--- src/rtl/hul_pkg.sv ---
// package for the host uart link: frame format, rates, carriers
package hul_pkg;
  localparam int unsigned CLK_HZ = 50000000;
  localparam int unsigned BAUD_START = 115200;
  localparam int unsigned BAUD_MAX = 3000000;
  localparam int unsigned DATA_BITS = 8;
  localparam int unsigned STOP_BITS = 1;
  // bit period in clocks, rounded down to the nearest whole cycle
  localparam int unsigned DIV_START = CLK_HZ / BAUD_START;
  localparam int unsigned DIV_MIN = CLK_HZ / BAUD_MAX;
  localparam int unsigned DIV_W = 16;
  localparam logic [DIV_W-1:0] DIV_RESET = DIV_START[DIV_W-1:0];
  localparam logic [DIV_W-1:0] DIV_FLOOR = DIV_MIN[DIV_W-1:0];
  localparam int unsigned BUF_DEPTH = 2;

  typedef struct packed {
    logic valid;
    logic [7:0] data;
  } hul_byte_type;

  typedef struct packed {
    logic load;
    logic [DIV_W-1:0] divisor;
  } hul_rate_type;

  typedef enum logic [1:0] {
    HUL_IDLE = 2'b00,
    HUL_START = 2'b01,
    HUL_DATA = 2'b10,
    HUL_STOP = 2'b11
  } hul_state_type;
endpackage : hul_pkg

--- src/rtl/hul_buf.sv ---
// two-entry valid/ready buffer between user and serialiser
`timescale 1ns/1ps
module hul_buf #(
  parameter int unsigned W = 8
) (
  // clock and reset
  input wire logic clk,
  input wire logic rst_n,
  // fill side
  input wire logic in_valid,
  output logic in_ready,
  input wire logic [W-1:0] in_data,
  // drain side
  output logic out_valid,
  input wire logic out_ready,
  output logic [W-1:0] out_data,
  // occupancy
  output logic [1:0] level
);
  logic [W-1:0] mem_reg [2];
  logic [W-1:0] mem_next [2];
  logic [1:0] cnt_reg, cnt_next;

  always_comb begin
    mem_next = mem_reg;
    cnt_next = cnt_reg;
    if (out_valid && out_ready) begin
      mem_next[0] = mem_reg[1];
      cnt_next = cnt_next - 2'h1;
    end
    if (in_valid && in_ready) begin
      mem_next[cnt_next[0]] = in_data;
      cnt_next = cnt_next + 2'h1;
    end
  end

  always_ff @(posedge clk or negedge rst_n) begin
    if (!rst_n) begin
      mem_reg[0] <= '0;
      mem_reg[1] <= '0;
      cnt_reg <= 2'h0;
    end else begin
      mem_reg <= mem_next;
      cnt_reg <= cnt_next;
    end
  end

  // full refuses even when draining: keeps ready free of out_ready
  assign in_ready = (cnt_reg != 2'h2);
  assign out_valid = (cnt_reg != 2'h0);
  assign out_data = mem_reg[0];
  assign level = cnt_reg;
endmodule : hul_buf

--- src/rtl/hul_link.sv ---
// host uart link: 8N1 transmitter and receiver, flow control, host irq
`timescale 1ns/1ps
module hul_link
  import hul_pkg::*;
(
  // clock and reset
  input wire logic CLK,
  input wire logic RST_N,
  // serial pins
  output logic UART_TX,
  input wire logic UART_RX,
  input wire logic UART_CTS_N,
  output logic UART_RTS_N,
  // host control
  output logic HOST_IRQ_OUT,
  input wire logic HIBERNATE_REQ_N,
  output logic HIBERNATE,
  input wire logic IRQ_PULSE_MODE,
  // rate change, applied by the command decoder above this block
  input wire hul_pkg::hul_rate_type RATE_SET,
  // transmit words, sent low byte first
  input wire logic TX_VALID,
  output logic TX_READY,
  input wire logic [15:0] TX_WORD,
  // received bytes
  output hul_pkg::hul_byte_type RX_BYTE,
  input wire logic RX_READY,
  output logic RX_OVERRUN,
  // transfer request
  input wire logic XFER_REQ
);
  ////////////////////////////////////////////////////////////////////////
  // rate
  logic [DIV_W-1:0] div_reg, div_next;
  always_comb begin
    div_next = div_reg;
    if (RATE_SET.load) begin
      div_next = (RATE_SET.divisor < DIV_FLOOR) ? DIV_FLOOR : RATE_SET.divisor;
    end
  end
  always_ff @(posedge CLK or negedge RST_N) begin
    if (!RST_N) begin
      div_reg <= DIV_RESET;
    end else begin
      div_reg <= div_next;
    end
  end
  ////////////////////////////////////////////////////////////////////////
  // little-endian split of words into the buffer
  logic hi_pend_reg, hi_pend_next;
  logic b_in_valid, b_in_ready, b_out_valid, b_out_ready;
  logic [7:0] hi_byte_reg, hi_byte_next, b_in_data, b_out_data;
  always_comb begin
    hi_pend_next = hi_pend_reg;
    hi_byte_next = hi_byte_reg;
    b_in_valid = hi_pend_reg || (TX_VALID && !HIBERNATE);
    b_in_data = hi_pend_reg ? hi_byte_reg : TX_WORD[7:0];
    if (b_in_ready) begin
      if (hi_pend_reg) begin
        hi_pend_next = 1'b0;
      end else if (TX_VALID && !HIBERNATE) begin
        hi_pend_next = 1'b1;
        hi_byte_next = TX_WORD[15:8];
      end
    end
  end
  assign TX_READY = b_in_ready && !hi_pend_reg && !HIBERNATE;
  always_ff @(posedge CLK or negedge RST_N) begin
    if (!RST_N) begin
      hi_pend_reg <= 1'b0;
      hi_byte_reg <= 8'h00;
    end else begin
      hi_pend_reg <= hi_pend_next;
      hi_byte_reg <= hi_byte_next;
    end
  end
  hul_buf #(.W(8)) u_buf (
    .clk(CLK),
    .rst_n(RST_N),
    .in_valid(b_in_valid),
    .in_ready(b_in_ready),
    .in_data(b_in_data),
    .out_valid(b_out_valid),
    .out_ready(b_out_ready),
    .out_data(b_out_data),
    .level()
  );
  ////////////////////////////////////////////////////////////////////////
  // transmitter
  hul_state_type tx_st_reg, tx_st_next;
  logic [DIV_W-1:0] tx_cnt_reg, tx_cnt_next;
  logic [2:0] tx_bit_reg, tx_bit_next;
  logic [7:0] tx_sh_reg, tx_sh_next;
  logic tx_line_reg, tx_line_next, tx_tick;
  assign tx_tick = (tx_cnt_reg == '0);
  // a character starts only on cts low; mid-character it is finished
  assign b_out_ready = (tx_st_reg == HUL_IDLE) && !UART_CTS_N && !HIBERNATE;
  always_comb begin
    tx_st_next = tx_st_reg;
    tx_cnt_next = tx_tick ? '0 : tx_cnt_reg - 1'b1;
    tx_bit_next = tx_bit_reg;
    tx_sh_next = tx_sh_reg;
    tx_line_next = tx_line_reg;
    unique case (tx_st_reg)
      HUL_IDLE: begin
        tx_line_next = 1'b1;
        if (b_out_valid && b_out_ready) begin
          tx_sh_next = b_out_data;
          tx_line_next = 1'b0;
          tx_cnt_next = div_reg - 1'b1;
          tx_st_next = HUL_START;
        end
      end
      HUL_START: begin
        if (tx_tick) begin
          tx_line_next = tx_sh_reg[0];
          tx_sh_next = {1'b0, tx_sh_reg[7:1]};
          tx_bit_next = 3'h0;
          tx_cnt_next = div_reg - 1'b1;
          tx_st_next = HUL_DATA;
        end
      end
      HUL_DATA: begin
        if (tx_tick) begin
          tx_cnt_next = div_reg - 1'b1;
          if (tx_bit_reg == 3'h7) begin
            tx_line_next = 1'b1;
            tx_st_next = HUL_STOP;
          end else begin
            tx_line_next = tx_sh_reg[0];
            tx_sh_next = {1'b0, tx_sh_reg[7:1]};
            tx_bit_next = tx_bit_reg + 3'h1;
          end
        end
      end
      HUL_STOP: begin
        if (tx_tick) begin
          tx_st_next = HUL_IDLE;
        end
      end
    endcase
  end
  always_ff @(posedge CLK or negedge RST_N) begin
    if (!RST_N) begin
      tx_st_reg <= HUL_IDLE;
      tx_cnt_reg <= '0;
      tx_bit_reg <= 3'h0;
      tx_sh_reg <= 8'h00;
      tx_line_reg <= 1'b1;
    end else begin
      tx_st_reg <= tx_st_next;
      tx_cnt_reg <= tx_cnt_next;
      tx_bit_reg <= tx_bit_next;
      tx_sh_reg <= tx_sh_next;
      tx_line_reg <= tx_line_next;
    end
  end
  assign UART_TX = tx_line_reg;
  ////////////////////////////////////////////////////////////////////////
  // receiver, samples mid-bit
  hul_state_type rx_st_reg, rx_st_next;
  logic [DIV_W-1:0] rx_cnt_reg, rx_cnt_next;
  logic [2:0] rx_bit_reg, rx_bit_next;
  logic [7:0] rx_sh_reg, rx_sh_next;
  hul_byte_type rx_out_reg, rx_out_next;
  logic ovr_reg, ovr_next, rx_tick;
  assign rx_tick = (rx_cnt_reg == '0);
  always_comb begin
    rx_st_next = rx_st_reg;
    rx_cnt_next = rx_tick ? '0 : rx_cnt_reg - 1'b1;
    rx_bit_next = rx_bit_reg;
    rx_sh_next = rx_sh_reg;
    rx_out_next = rx_out_reg;
    ovr_next = ovr_reg;
    rx_out_next.valid = rx_out_reg.valid && !RX_READY;
    unique case (rx_st_reg)
      HUL_IDLE: begin
        if (!UART_RX && !HIBERNATE) begin
          rx_cnt_next = {1'b0, div_reg[DIV_W-1:1]};
          rx_st_next = HUL_START;
        end
      end
      HUL_START: begin
        if (rx_tick) begin
          rx_cnt_next = div_reg - 1'b1;
          rx_bit_next = 3'h0;
          rx_st_next = UART_RX ? HUL_IDLE : HUL_DATA;
        end
      end
      HUL_DATA: begin
        if (rx_tick) begin
          rx_sh_next = {UART_RX, rx_sh_reg[7:1]};
          rx_cnt_next = div_reg - 1'b1;
          rx_bit_next = rx_bit_reg + 3'h1;
          if (rx_bit_reg == 3'h7) begin
            rx_st_next = HUL_STOP;
          end
        end
      end
      HUL_STOP: begin
        if (rx_tick) begin
          rx_st_next = HUL_IDLE;
          if (UART_RX) begin
            // a held byte is overwritten; the overrun flag records it
            ovr_next = ovr_reg || rx_out_next.valid;
            rx_out_next.valid = 1'b1;
            rx_out_next.data = rx_sh_reg;
          end
        end
      end
    endcase
  end
  always_ff @(posedge CLK or negedge RST_N) begin
    if (!RST_N) begin
      rx_st_reg <= HUL_IDLE;
      rx_cnt_reg <= '0;
      rx_bit_reg <= 3'h0;
      rx_sh_reg <= 8'h00;
      rx_out_reg <= '0;
      ovr_reg <= 1'b0;
    end else begin
      rx_st_reg <= rx_st_next;
      rx_cnt_reg <= rx_cnt_next;
      rx_bit_reg <= rx_bit_next;
      rx_sh_reg <= rx_sh_next;
      rx_out_reg <= rx_out_next;
      ovr_reg <= ovr_next;
    end
  end
  assign RX_BYTE = rx_out_reg;
  assign RX_OVERRUN = ovr_reg;
  ////////////////////////////////////////////////////////////////////////
  // flow control, irq and hibernate
  logic rts_n_reg, rts_n_next, irq_reg, irq_next, hib_reg, hib_next;
  always_comb begin
    hib_next = !HIBERNATE_REQ_N;
    // rts drops while a received byte waits, so the next one is throttled
    rts_n_next = rx_out_next.valid || hib_next;
    // pulse mode toggles the irq every cycle while a request is held, else a held level
    irq_next = !hib_next && (IRQ_PULSE_MODE ? (XFER_REQ && !irq_reg) : XFER_REQ);
  end
  always_ff @(posedge CLK or negedge RST_N) begin
    if (!RST_N) begin
      rts_n_reg <= 1'b1;
      irq_reg <= 1'b0;
      hib_reg <= 1'b0;
    end else begin
      rts_n_reg <= rts_n_next;
      irq_reg <= irq_next;
      hib_reg <= hib_next;
    end
  end
  assign UART_RTS_N = rts_n_reg;
  assign HOST_IRQ_OUT = irq_reg;
  assign HIBERNATE = hib_reg;
  ////////////////////////////////////////////////////////////////////////
  // checks
  a_cts_holds_start: assert property (@(posedge CLK) disable iff (!RST_N)
    (tx_st_reg == HUL_IDLE && UART_CTS_N) |=> (tx_st_reg == HUL_IDLE))
    else $error("character started while cts high");
  a_start_bit_low: assert property (@(posedge CLK) disable iff (!RST_N)
    (tx_st_reg == HUL_START) |-> !UART_TX) else $error("start bit not low");
  a_stop_bit_high: assert property (@(posedge CLK) disable iff (!RST_N)
    (tx_st_reg == HUL_STOP) |-> UART_TX) else $error("stop bit not high");
  a_rate_floor: assert property (@(posedge CLK) disable iff (!RST_N)
    div_reg >= DIV_FLOOR) else $error("rate above limit");
  a_hib_follows: assert property (@(posedge CLK) disable iff (!RST_N)
    !HIBERNATE_REQ_N |=> HIBERNATE && !HOST_IRQ_OUT && UART_RTS_N)
    else $error("hibernate not entered");
  a_irq_level: assert property (@(posedge CLK) disable iff (!RST_N)
    (!IRQ_PULSE_MODE && XFER_REQ && HIBERNATE_REQ_N) |=> HOST_IRQ_OUT)
    else $error("irq not raised");
  a_irq_pulse: assert property (@(posedge CLK) disable iff (!RST_N)
    (IRQ_PULSE_MODE && HOST_IRQ_OUT) |=> !HOST_IRQ_OUT) else $error("pulse irq held");
  a_rts_full: assert property (@(posedge CLK) disable iff (!RST_N)
    rx_out_reg.valid |-> UART_RTS_N) else $error("rts asserted while byte waits");
  a_le_order: assert property (@(posedge CLK) disable iff (!RST_N)
    (TX_VALID && TX_READY) |=> hi_pend_reg && hi_byte_reg == $past(TX_WORD[15:8]))
    else $error("high byte not queued second");
endmodule : hul_link

--- config.mk ---
export PLATFORM = sky130hd
export DESIGN_NAME = hul_link
export DESIGN_NICKNAME = d
export VERILOG_FILES = /design/src/rtl/hul_pkg.sv /design/src/rtl/hul_buf.sv /design/src/rtl/hul_link.sv
export SDC_FILE = /design/constraint.sdc
export NUM_CORES = 1
export LEC_CHECK = 0
export BUFFER_PORTS_ARGS = -buffer_cell sky130_fd_sc_hd__buf_2
export CAP_MARGIN = 40
export CORE_MARGIN = 5
export CORE_UTILIZATION = 62
export CTS_BUF_LIST = sky130_fd_sc_hd__clkbuf_2 sky130_fd_sc_hd__clkbuf_4 sky130_fd_sc_hd__clkbuf_8
export DETAILED_ROUTE_END_ITERATION = 10
export MAX_ROUTING_LAYER = met4
export PLACE_DENSITY = 0.79
export REMOVE_ABC_BUFFERS = 1
export SKIP_CTS_REPAIR_TIMING = 1
export SLEW_MARGIN = 20
export SYNTH_ARGS = -nofsm -noshare
export SYNTH_HDL_FRONTEND = slang
export SYNTH_HIERARCHICAL = 1
export SYNTH_SLANG_ARGS = --single-unit
export TNS_END_PERCENT = 50
--- constraint.sdc ---
create_clock -name CLK -period 2.58 [get_ports CLK]
set_input_delay 0.516 -clock CLK [delete_from_list [all_inputs] [get_ports CLK]]
set_output_delay 0.516 -clock CLK [all_outputs]
set_load 0.005 [all_outputs]
Yosys cells after proc, flatten, opt, wreduce, memory -nomap -nowiden
Index checks and enable logic that the tools add are counted.

Add/sub/neg operators: 7. Multiply operators: 0. Div/mod/pow operators: 0. $lt $le $gt $ge: 3. Eq/ne operators: 20. Shifts and indexed selects: 0. Muxes and demuxes: 53. Bitwise operators: 2. Reduce and logical (&&, ||, !) cells: 41.

Operators with widths (count): $mux 16 (8); $pmux 16 s2 (2); $mux 8 (7); $sub 16x1->16 const B (3); $logic_not 16->1 (2); $mux 9 (3); $mux 2 (13); $pmux 8 s3 (1); $ne 2x2->1 const B (11); $bwmux 16 (1); $lt 16x5->1 const B (1); $pmux 2 s4 (2); $mux 3 (5); $reduce_and 5->1 (3); $logic_and 1x1->1 (12); $pmux 3 s2 (2); $reduce_and 3->1 (4); $demux 8 s1 (1); $eq 2x2->1 const B (4); $logic_not 1->1 (7); $mux 1 (7); $add 3x1->3 const B (2); $eq 3x3->1 const B (2); $reduce_bool 2->1 (3); other kinds (15) (20).

Register bits: 115. Bits in latches: 0. Memory bits (writable): 0. Bits in read-only memories: 0. Output and inout port bits: 15. Word-level logic and storage cells: 147. Memories kept: 0.

Longest topological paths before layout
Gate-level depths: netlist of run 1.

Word-level depth: 12. Depth in mapped cells: 9. Depth with buffers taken out: 7.

Hierarchy
Netlist of run 1, hierarchy kept.

Modules (own cells, without submodules): hul_link (times used 1, cells an instance 478, area each 5123.7 um2, sequential area each 2436.1 um2); hul_buf (times used 1, cells an instance 71, area each 985.9 um2, sequential area each 450.4 um2).

Least setup slack after synthesis of run 1
Ideal clock, no wire load.

Path type: reg2reg. From: register tx_st_reg[0]. To: register with a tool-made name. Library setup time: 125 ps. Arrival: 2104 ps. Setup slack: 351 ps. Cell stages (with the launch flop): 9. Buffers on the path: 1. Path through: dfrtp_1 -> inv_1 -> ha_1 -> nor3b_1 -> nand2b_4 -> xnor2_2 -> ha_1 -> clkbuf_1 -> mux2_2.

RTL lines: from (decl) (line hul_link.sv:90) `hul_state_type tx_st_reg, tx_st_next;`; from (signal assigned) (line hul_link.sv:151) `tx_st_reg <= tx_st_next;`.

Worst setup path after layout of run 1
From: register rx_cnt_reg[0]. To: register rx_cnt_reg[9].

Word-level cells in the longest chain between the ends: 4. Elaborated cells on any way between the ends: 6.

RTL lines: from (decl) (line hul_link.sv:162) `logic [DIV_W-1:0] rx_cnt_reg, rx_cnt_next;`; from (signal assigned) (line hul_link.sv:223) `rx_cnt_reg <= rx_cnt_next;`; $sub 16x1->16 or $logic_not 16->1 (tied branches) (line hul_link.sv:170, hul_link.sv:167); $mux 16 (line hul_link.sv:170) `rx_cnt_next = rx_tick ? '0 : rx_cnt_reg - 1'b1;`; $mux 16, on equally long branches (line hul_link.sv:184, hul_link.sv:191, hul_link.sv:178); $pmux 16 s2 * (line hul_link.sv:176) `unique case (rx_st_reg)`; named net rx_cnt_next[9] (line hul_link.sv:162).

Mark *: on every way through the listed nets, which the timed path passes. The rest lies on a longest branch. A chain may end at the register's enable or synchronous reset.

==> run metrics, run 1 <==
# IOs=57; critical path arrival=2.66 ns; placed cell area=6470 µm²; Synth Register Bits=115; Area contributors post-synth=dfrtp_1 44%, mux2_2 9.6%, ha_1 4.1%; fin area=6850 µm²; DR vias=4409; grt total ovfl=0; dominant synthesized flop cell=dfrtp_1; Hold Crit Class=in2async; Layout Nets=667; PnR worst setup slack=0.223 ns; Reg2Reg Depth=7; maximum clock path buffer count=2; crit end category=flop; total power=6400 µW; Final period util=91.3%; WL final=13300 µm; first-pass GRT wire length=22500 µm; synth warn=6; DR vias/cell=5.87; CP max stage delay=0.53 ns; layout cells sized above 1=29.9%; die height=109 µm; FILL cells=674; clk slew on worst S/H paths=0.07 ns; # DRC=0; Wirelength per Cell=17.7 µm; Area Overhead vs Synth=12.0%; clock tree from TritonCTS=built; Pleak=0.00309 µW; Seq/Total Area, Yosys=47.2%; critical path required time=2.88 ns; mean post-synth cell area=11.1 µm²; sequential cell area=2890 µm²; Synth top area share=44.2%; initial antenna violation count=0; die area=11900 µm²; Final setup viols=0; Yosys top cell by area=dfrtp_1; Largest delay share family, worst path=simple AND/OR/NAND/NOR gates; core area=9680 µm²; GRT Overall Usage=25.3%; worst reg2reg path endpoint=rx_cnt_reg[9]; Slew Limit Headroom=55.2%; Syn Inst Count=549; internal reg-to-reg setup slack=0.22 ns; pwr dens=934 nW/µm²; max-cap viol count=0; TNS Setup=0 ns; CP Max Fanout=10; Initial DRT Pass Iterations=4; DR iter-0 viols=290; RSZ-0062 raised after global routing=no; area occupied by multi-input gates=2960 µm²; Starting Density=63.1%; Horiz. Die Dim=109 µm; pre-CTS setup slack=0.317 ns; largest net degree at the start of global routing=47; clk sinks=115; Final Hold Viols=0; Peak supply drop=0.689 mV; H-Tree Depth=4; vias in the first global route=4656; clk_lat worst skew=0.44 ns; IO Port Bufs=56; Max Fclk=424 MHz; Crit-path slowest cell=and4_1; GPL Wtd Cong=0.916; Mapped Area=6110 µm²; Worst-Margin Slew=0.668 ns; Yosys cell types=59; CP Cell Sequence=inv_1, ha_1, nor4b_2, and4_1, nor2_1, a22oi_1, o21ai_0; CP startpoint kind=flop; EDFF count, synth=0; r2r startpoint=rx_cnt_reg[0]; ys async rst share=100%; CP Class=reg2reg; Slew Limit Fails=0; DP HPWL=9840 µm; CTS buffer count=17; Final min period=2.36 ns; CTS root buf=clkbuf_8; antenna cells=0; Worst Path Buf+Inv=1; Setup Skew=0.0113 ns; Antenna Violating Nets Remaining=0; status=completed; FP Rows=36
==> worst max-delay path by stage <==
stage,from,end,slack (ns),depth (start not counted)
after floorplan,rx_cnt_reg[3],RX_BYTE[1],0.07,4
after global placement,rx_cnt_reg[0],RX_BYTE[2],0.40,6
after detailed placement,rx_cnt_reg[0],rx_cnt_reg[9],0.32,7
after CTS,rx_cnt_reg[0],rx_cnt_reg[11],0.30,7
after global routing,rx_cnt_reg[0],rx_cnt_reg[11],0.12,7
final,rx_cnt_reg[0],rx_cnt_reg[9],0.22,7
==> cell type report <==
type / count / share of cell area, %
Clock buffer: 21 / 3.95
Clock inverter: 11 / 1.54
Inverter: 25 / 1.37
Sequential cell: 115 / 42.2
Multi-Input combinational cell: 381 / 43.2
Timing Repair Buffer: 65 / 5.30
Tap cell: 133 / 2.43
==> per-layer routing <==
layer  GRT usage [%]  up-vias  routed length [µm]
met5               -        -                   0
met4            9.26        0                 390
met3            5.62       42                 572
met2            42.8      110                6990
met1            29.7     2167                5370
li1                -     2090                   -
==> cell usage after synthesis, types with 9 or more instances <==
library cell and n:
clkbuf_1 10, dfrtp_1 108, ha_1 20, inv_1 25, mux2_2 52, mux2_4 15
nand2_1 46, nand3_1 10, nor2_1 22, nor3_1 18, nor4_1 12, o211ai_1 9
o21ai_0 26, o22ai_1 19, xnor2_1 25, xor2_1 11
==> where the power goes <==
group	internal, µW	leakage, µW	switching, µW
logic	1100	0.00152	1090
clock network	821	0.000183	752
registers	2260	0.00139	373
total	4190	0.00309	2210
==> kinds of logic (layout without fill, tap and decap cells) <==
kind of cell | after synthesis | in the layout | synth area share [%]
flip-flops | 115 | 115 | 47.2
adder cells (fa/ha/maj) | 20 | 20 | 4.10
AND/OR/NAND/NOR | 158 | 158 | 14.6
multiplexers | 75 | 75 | 14.6
AO/OA/AOI/OAI | 91 | 91 | 9.69
XOR/XNOR | 37 | 37 | 5.43
buffers and inverters | 53 | 122 | 4.40
==> stage by stage <==
stage,instances,hold WS [ns],util (%)
finish,751,0.0775,70.7
floorplan,521,0.220,-
detailed placement,719,0.429,66.8
global placement,719,0.422,66.8
global route,751,0.118,70.7
CTS,751,0.0884,70.7
==> worst register-to-register path, delay by kind of cell, from the launching register on <==
family	cells	cell delay, ns
AOI/OAI and AO/OA	2	0.37
DFF	1	0.42
and+or+nand+nor	3	1.20
buffers and inverters	1	0.10
adders and majority gates	1	0.14
==> cell usage in the layout, fill, tap and decap left out, types with 3 or more instances in the layout <==
master and count:
a21o_1 5, a21oi_1 8, a22oi_1 5, and2_1 3, and3_1 3, buf_2 55
buf_4 9, clkbuf_4 3, clkbuf_8 18, clkinvlp_4 4, dfrtp_1 108, dfstp_2 7
ha_1 20, inv_1 25, mux2_2 52, mux2_4 15, mux2i_1 8, nand2_1 46
nand2b_1 4, nand3_1 10, nand3b_1 6, nand4_1 4, nand4b_1 4, nor2_1 22
nor3_1 18, nor4_1 12, nor4b_2 3, o211ai_1 9, o21ai_0 26, o22ai_1 19
or2_2 3, or3_1 5, xnor2_1 25, xor2_1 11
(Power assumes the default switching activity.)
==> inputs of run 2 (changes only) <==
--- a/config.mk
+++ b/config.mk
@@ -11,10 +11,10 @@
 export CORE_UTILIZATION = 62
 export CTS_BUF_LIST = sky130_fd_sc_hd__clkbuf_2 sky130_fd_sc_hd__clkbuf_4 sky130_fd_sc_hd__clkbuf_8
 export DETAILED_ROUTE_END_ITERATION = 10
-export MAX_ROUTING_LAYER = met4
 export PLACE_DENSITY = 0.79
 export REMOVE_ABC_BUFFERS = 1
 export SKIP_CTS_REPAIR_TIMING = 1
+export SKIP_LAST_GASP = 1
 export SLEW_MARGIN = 20
 export SYNTH_ARGS = -nofsm -noshare
 export SYNTH_HDL_FRONTEND = slang
==> run metrics, run 2 (synthesis gave the netlist of run 1 again) <==
GRT Overall Usage=24.2% (-1.1 points); Pleak=0.00311 µW (+0.45%); Worst-Margin Slew=0.592 ns (-0.0765 ns); pwr dens=948 nW/µm² (+1.4%); r2r startpoint=tx_st_reg[0]; CP Max Fanout=13 (+3); Starting Density=63.1% (unchanged); critical path's most frequent cell=ha_1; # IOs=57 (unchanged); commonest non-fill, non-tap cell in the layout=dfrtp_1; Hold Crit Class=in2async; Initial DRT Pass Iterations=6 (+2); FP Rows=36 (unchanged); Final Hold Viols=0 (unchanged); GPL Wtd Cong=0.909 (-0.75%); critical path arrival=2.62 ns (-0.04 ns); antenna cells=0 (unchanged); CTS root buf=clkbuf_8; core area=9680 µm² (unchanged); Peak supply drop=0.727 mV (+5.4%); total power=6500 µW (+1.6%); clk sinks=115 (unchanged); Slew Limit Headroom=60.4% (+5.1 points); max-cap viol count=0 (unchanged); vias in the first global route=4617 (-0.84%); Setup Skew=0.00955 ns (-0.00179 ns); CP startpoint kind=flop; Layout Nets=668 (+0.15%); Max Fclk=435 MHz (+2.4%); clk_lat worst skew=0.43 ns (about the same); gr busiest metal=met2; Largest delay share family, worst path=adder cells; Area Overhead vs Synth=12.2%; Wirelength per Cell=18.0 µm (+1.2%); grt met1 use=29.2% (-0.58 points); die height=109 µm (unchanged); internal reg-to-reg setup slack=0.28 ns (+0.06 ns); WL final=13500 µm (+1.4%); largest net degree at the start of global routing=44 (-6.4%); IO Port Bufs=56 (unchanged); H-Tree Depth=4 (unchanged); critical path required time=2.90 ns (+0.02 ns); TNS Setup=0 ns (unchanged); DR iter-0 viols=281 (-3.1%); met3 Use GR=5.98% (+0.36 points); CTS buffer count=17 (unchanged); CP Class=reg2reg; DR vias/cell=5.92 (+0.89%); Final period util=89.2% (-2.2 points); Antenna Violating Nets Remaining=0 (unchanged); Reg2Reg Depth=8 (+1); layout cells sized above 1=30.0% (+0.11 points); Final min period=2.30 ns (-0.0563 ns); clk slew on worst S/H paths=0.07 ns (about the same); grt total ovfl=0 (unchanged); status=completed; worst hold slack=0.0684 ns (-0.00916 ns); Final setup viols=0 (unchanged); DR vias=4454 (+1.0%); Horiz. Die Dim=109 µm (unchanged); met2 Use GR=41.9% (-0.88 points); clock tree from TritonCTS=built; Crit-path slowest cell=dfrtp_1; Worst Path Buf+Inv=2 (+1); die area=11900 µm² (unchanged); DP HPWL=10000 µm (+2.0%); initial antenna violation count=0 (unchanged); Slew Limit Fails=0 (unchanged); most frequent cells in the layout=108 x dfrtp_1, 55 x buf_2, 52 x mux2_2; CP max stage delay=0.42 ns (-0.11 ns); crit end category=flop; first-pass GRT wire length=22400 µm (-0.83%); # DRC=0 (unchanged); maximum clock path buffer count=2 (unchanged); RSZ-0062 raised after global routing=no; CP Cell Sequence=inv_1, ha_1, nor3b_1, buf_4, nand2b_4, xnor2_2, ha_1, mux2_2; Finished Core Util=70.8% (+0.10 points)
run 2: changes by cell type in the layout (fill, tap and decap cells not counted):
| cell | change |
|---|---|
| buf_12 | -1 |
| buf_4 | +2 |
| bufinv_16 | +1 |
| clkbuf_4 | -3 |
| clkbuf_8 | -1 |
| clkinv_2 | +2 |
| clkinv_4 | +1 |
| clkinvlp_4 | -2 |
| inv_6 | +2 |
run 2: metrics by stage:
| stage | cell area, µm² | instances | setup slack, ns |
|---|---|---|---|
| 5_1_grt | 6860 | 752 | 0.0872 |
| 4_1_cts | 6860 | 752 | 0.274 |
| 2_1_floorplan | 5930 | 521 | 0.0747 |
| 3_3_place_gp | 6460 | 720 | 0.394 |
| 6_report | 6860 | 752 | 0.280 |
| 3_5_place_dp | 6460 | 720 | 0.276 |
run 2: how the worst max path moves through the flow:
stage               slack [ns]              to  cells past startpoint          start
floorplan                 0.07      RX_BYTE[1]                      4  rx_cnt_reg[3]
global placement          0.39      RX_BYTE[2]                      6  rx_cnt_reg[0]
detailed placement        0.28            flop                      8   tx_st_reg[0]
CTS                       0.27            flop                      8   tx_st_reg[0]
global route              0.09  rx_cnt_reg[11]                      7  rx_cnt_reg[0]
finish                    0.28            flop                      8   tx_st_reg[0]
run 2: final cells by class:
cell class	count	area (µm²)
Timing Repair Buffer	66	358
Clock buffer	17	234
Fill cell	694	2830
Tap cell	133	166
Sequential cell	115	2890
Clock inverter	15	156
Multi-Input combinational cell	381	2960
Inverter	25	93.8
run 2: where the power goes:
group,switching (µW),internal (µW)
Sequential,371,2260
Clock,783,865
Combinational,1110,1110
run 2: routing by layer:
layer,vias up,part of all wire (%)
met2,110,52
met3,31,4.4
li1,2090,-
met4,0,2.5
met1,2223,41
met5,-,0
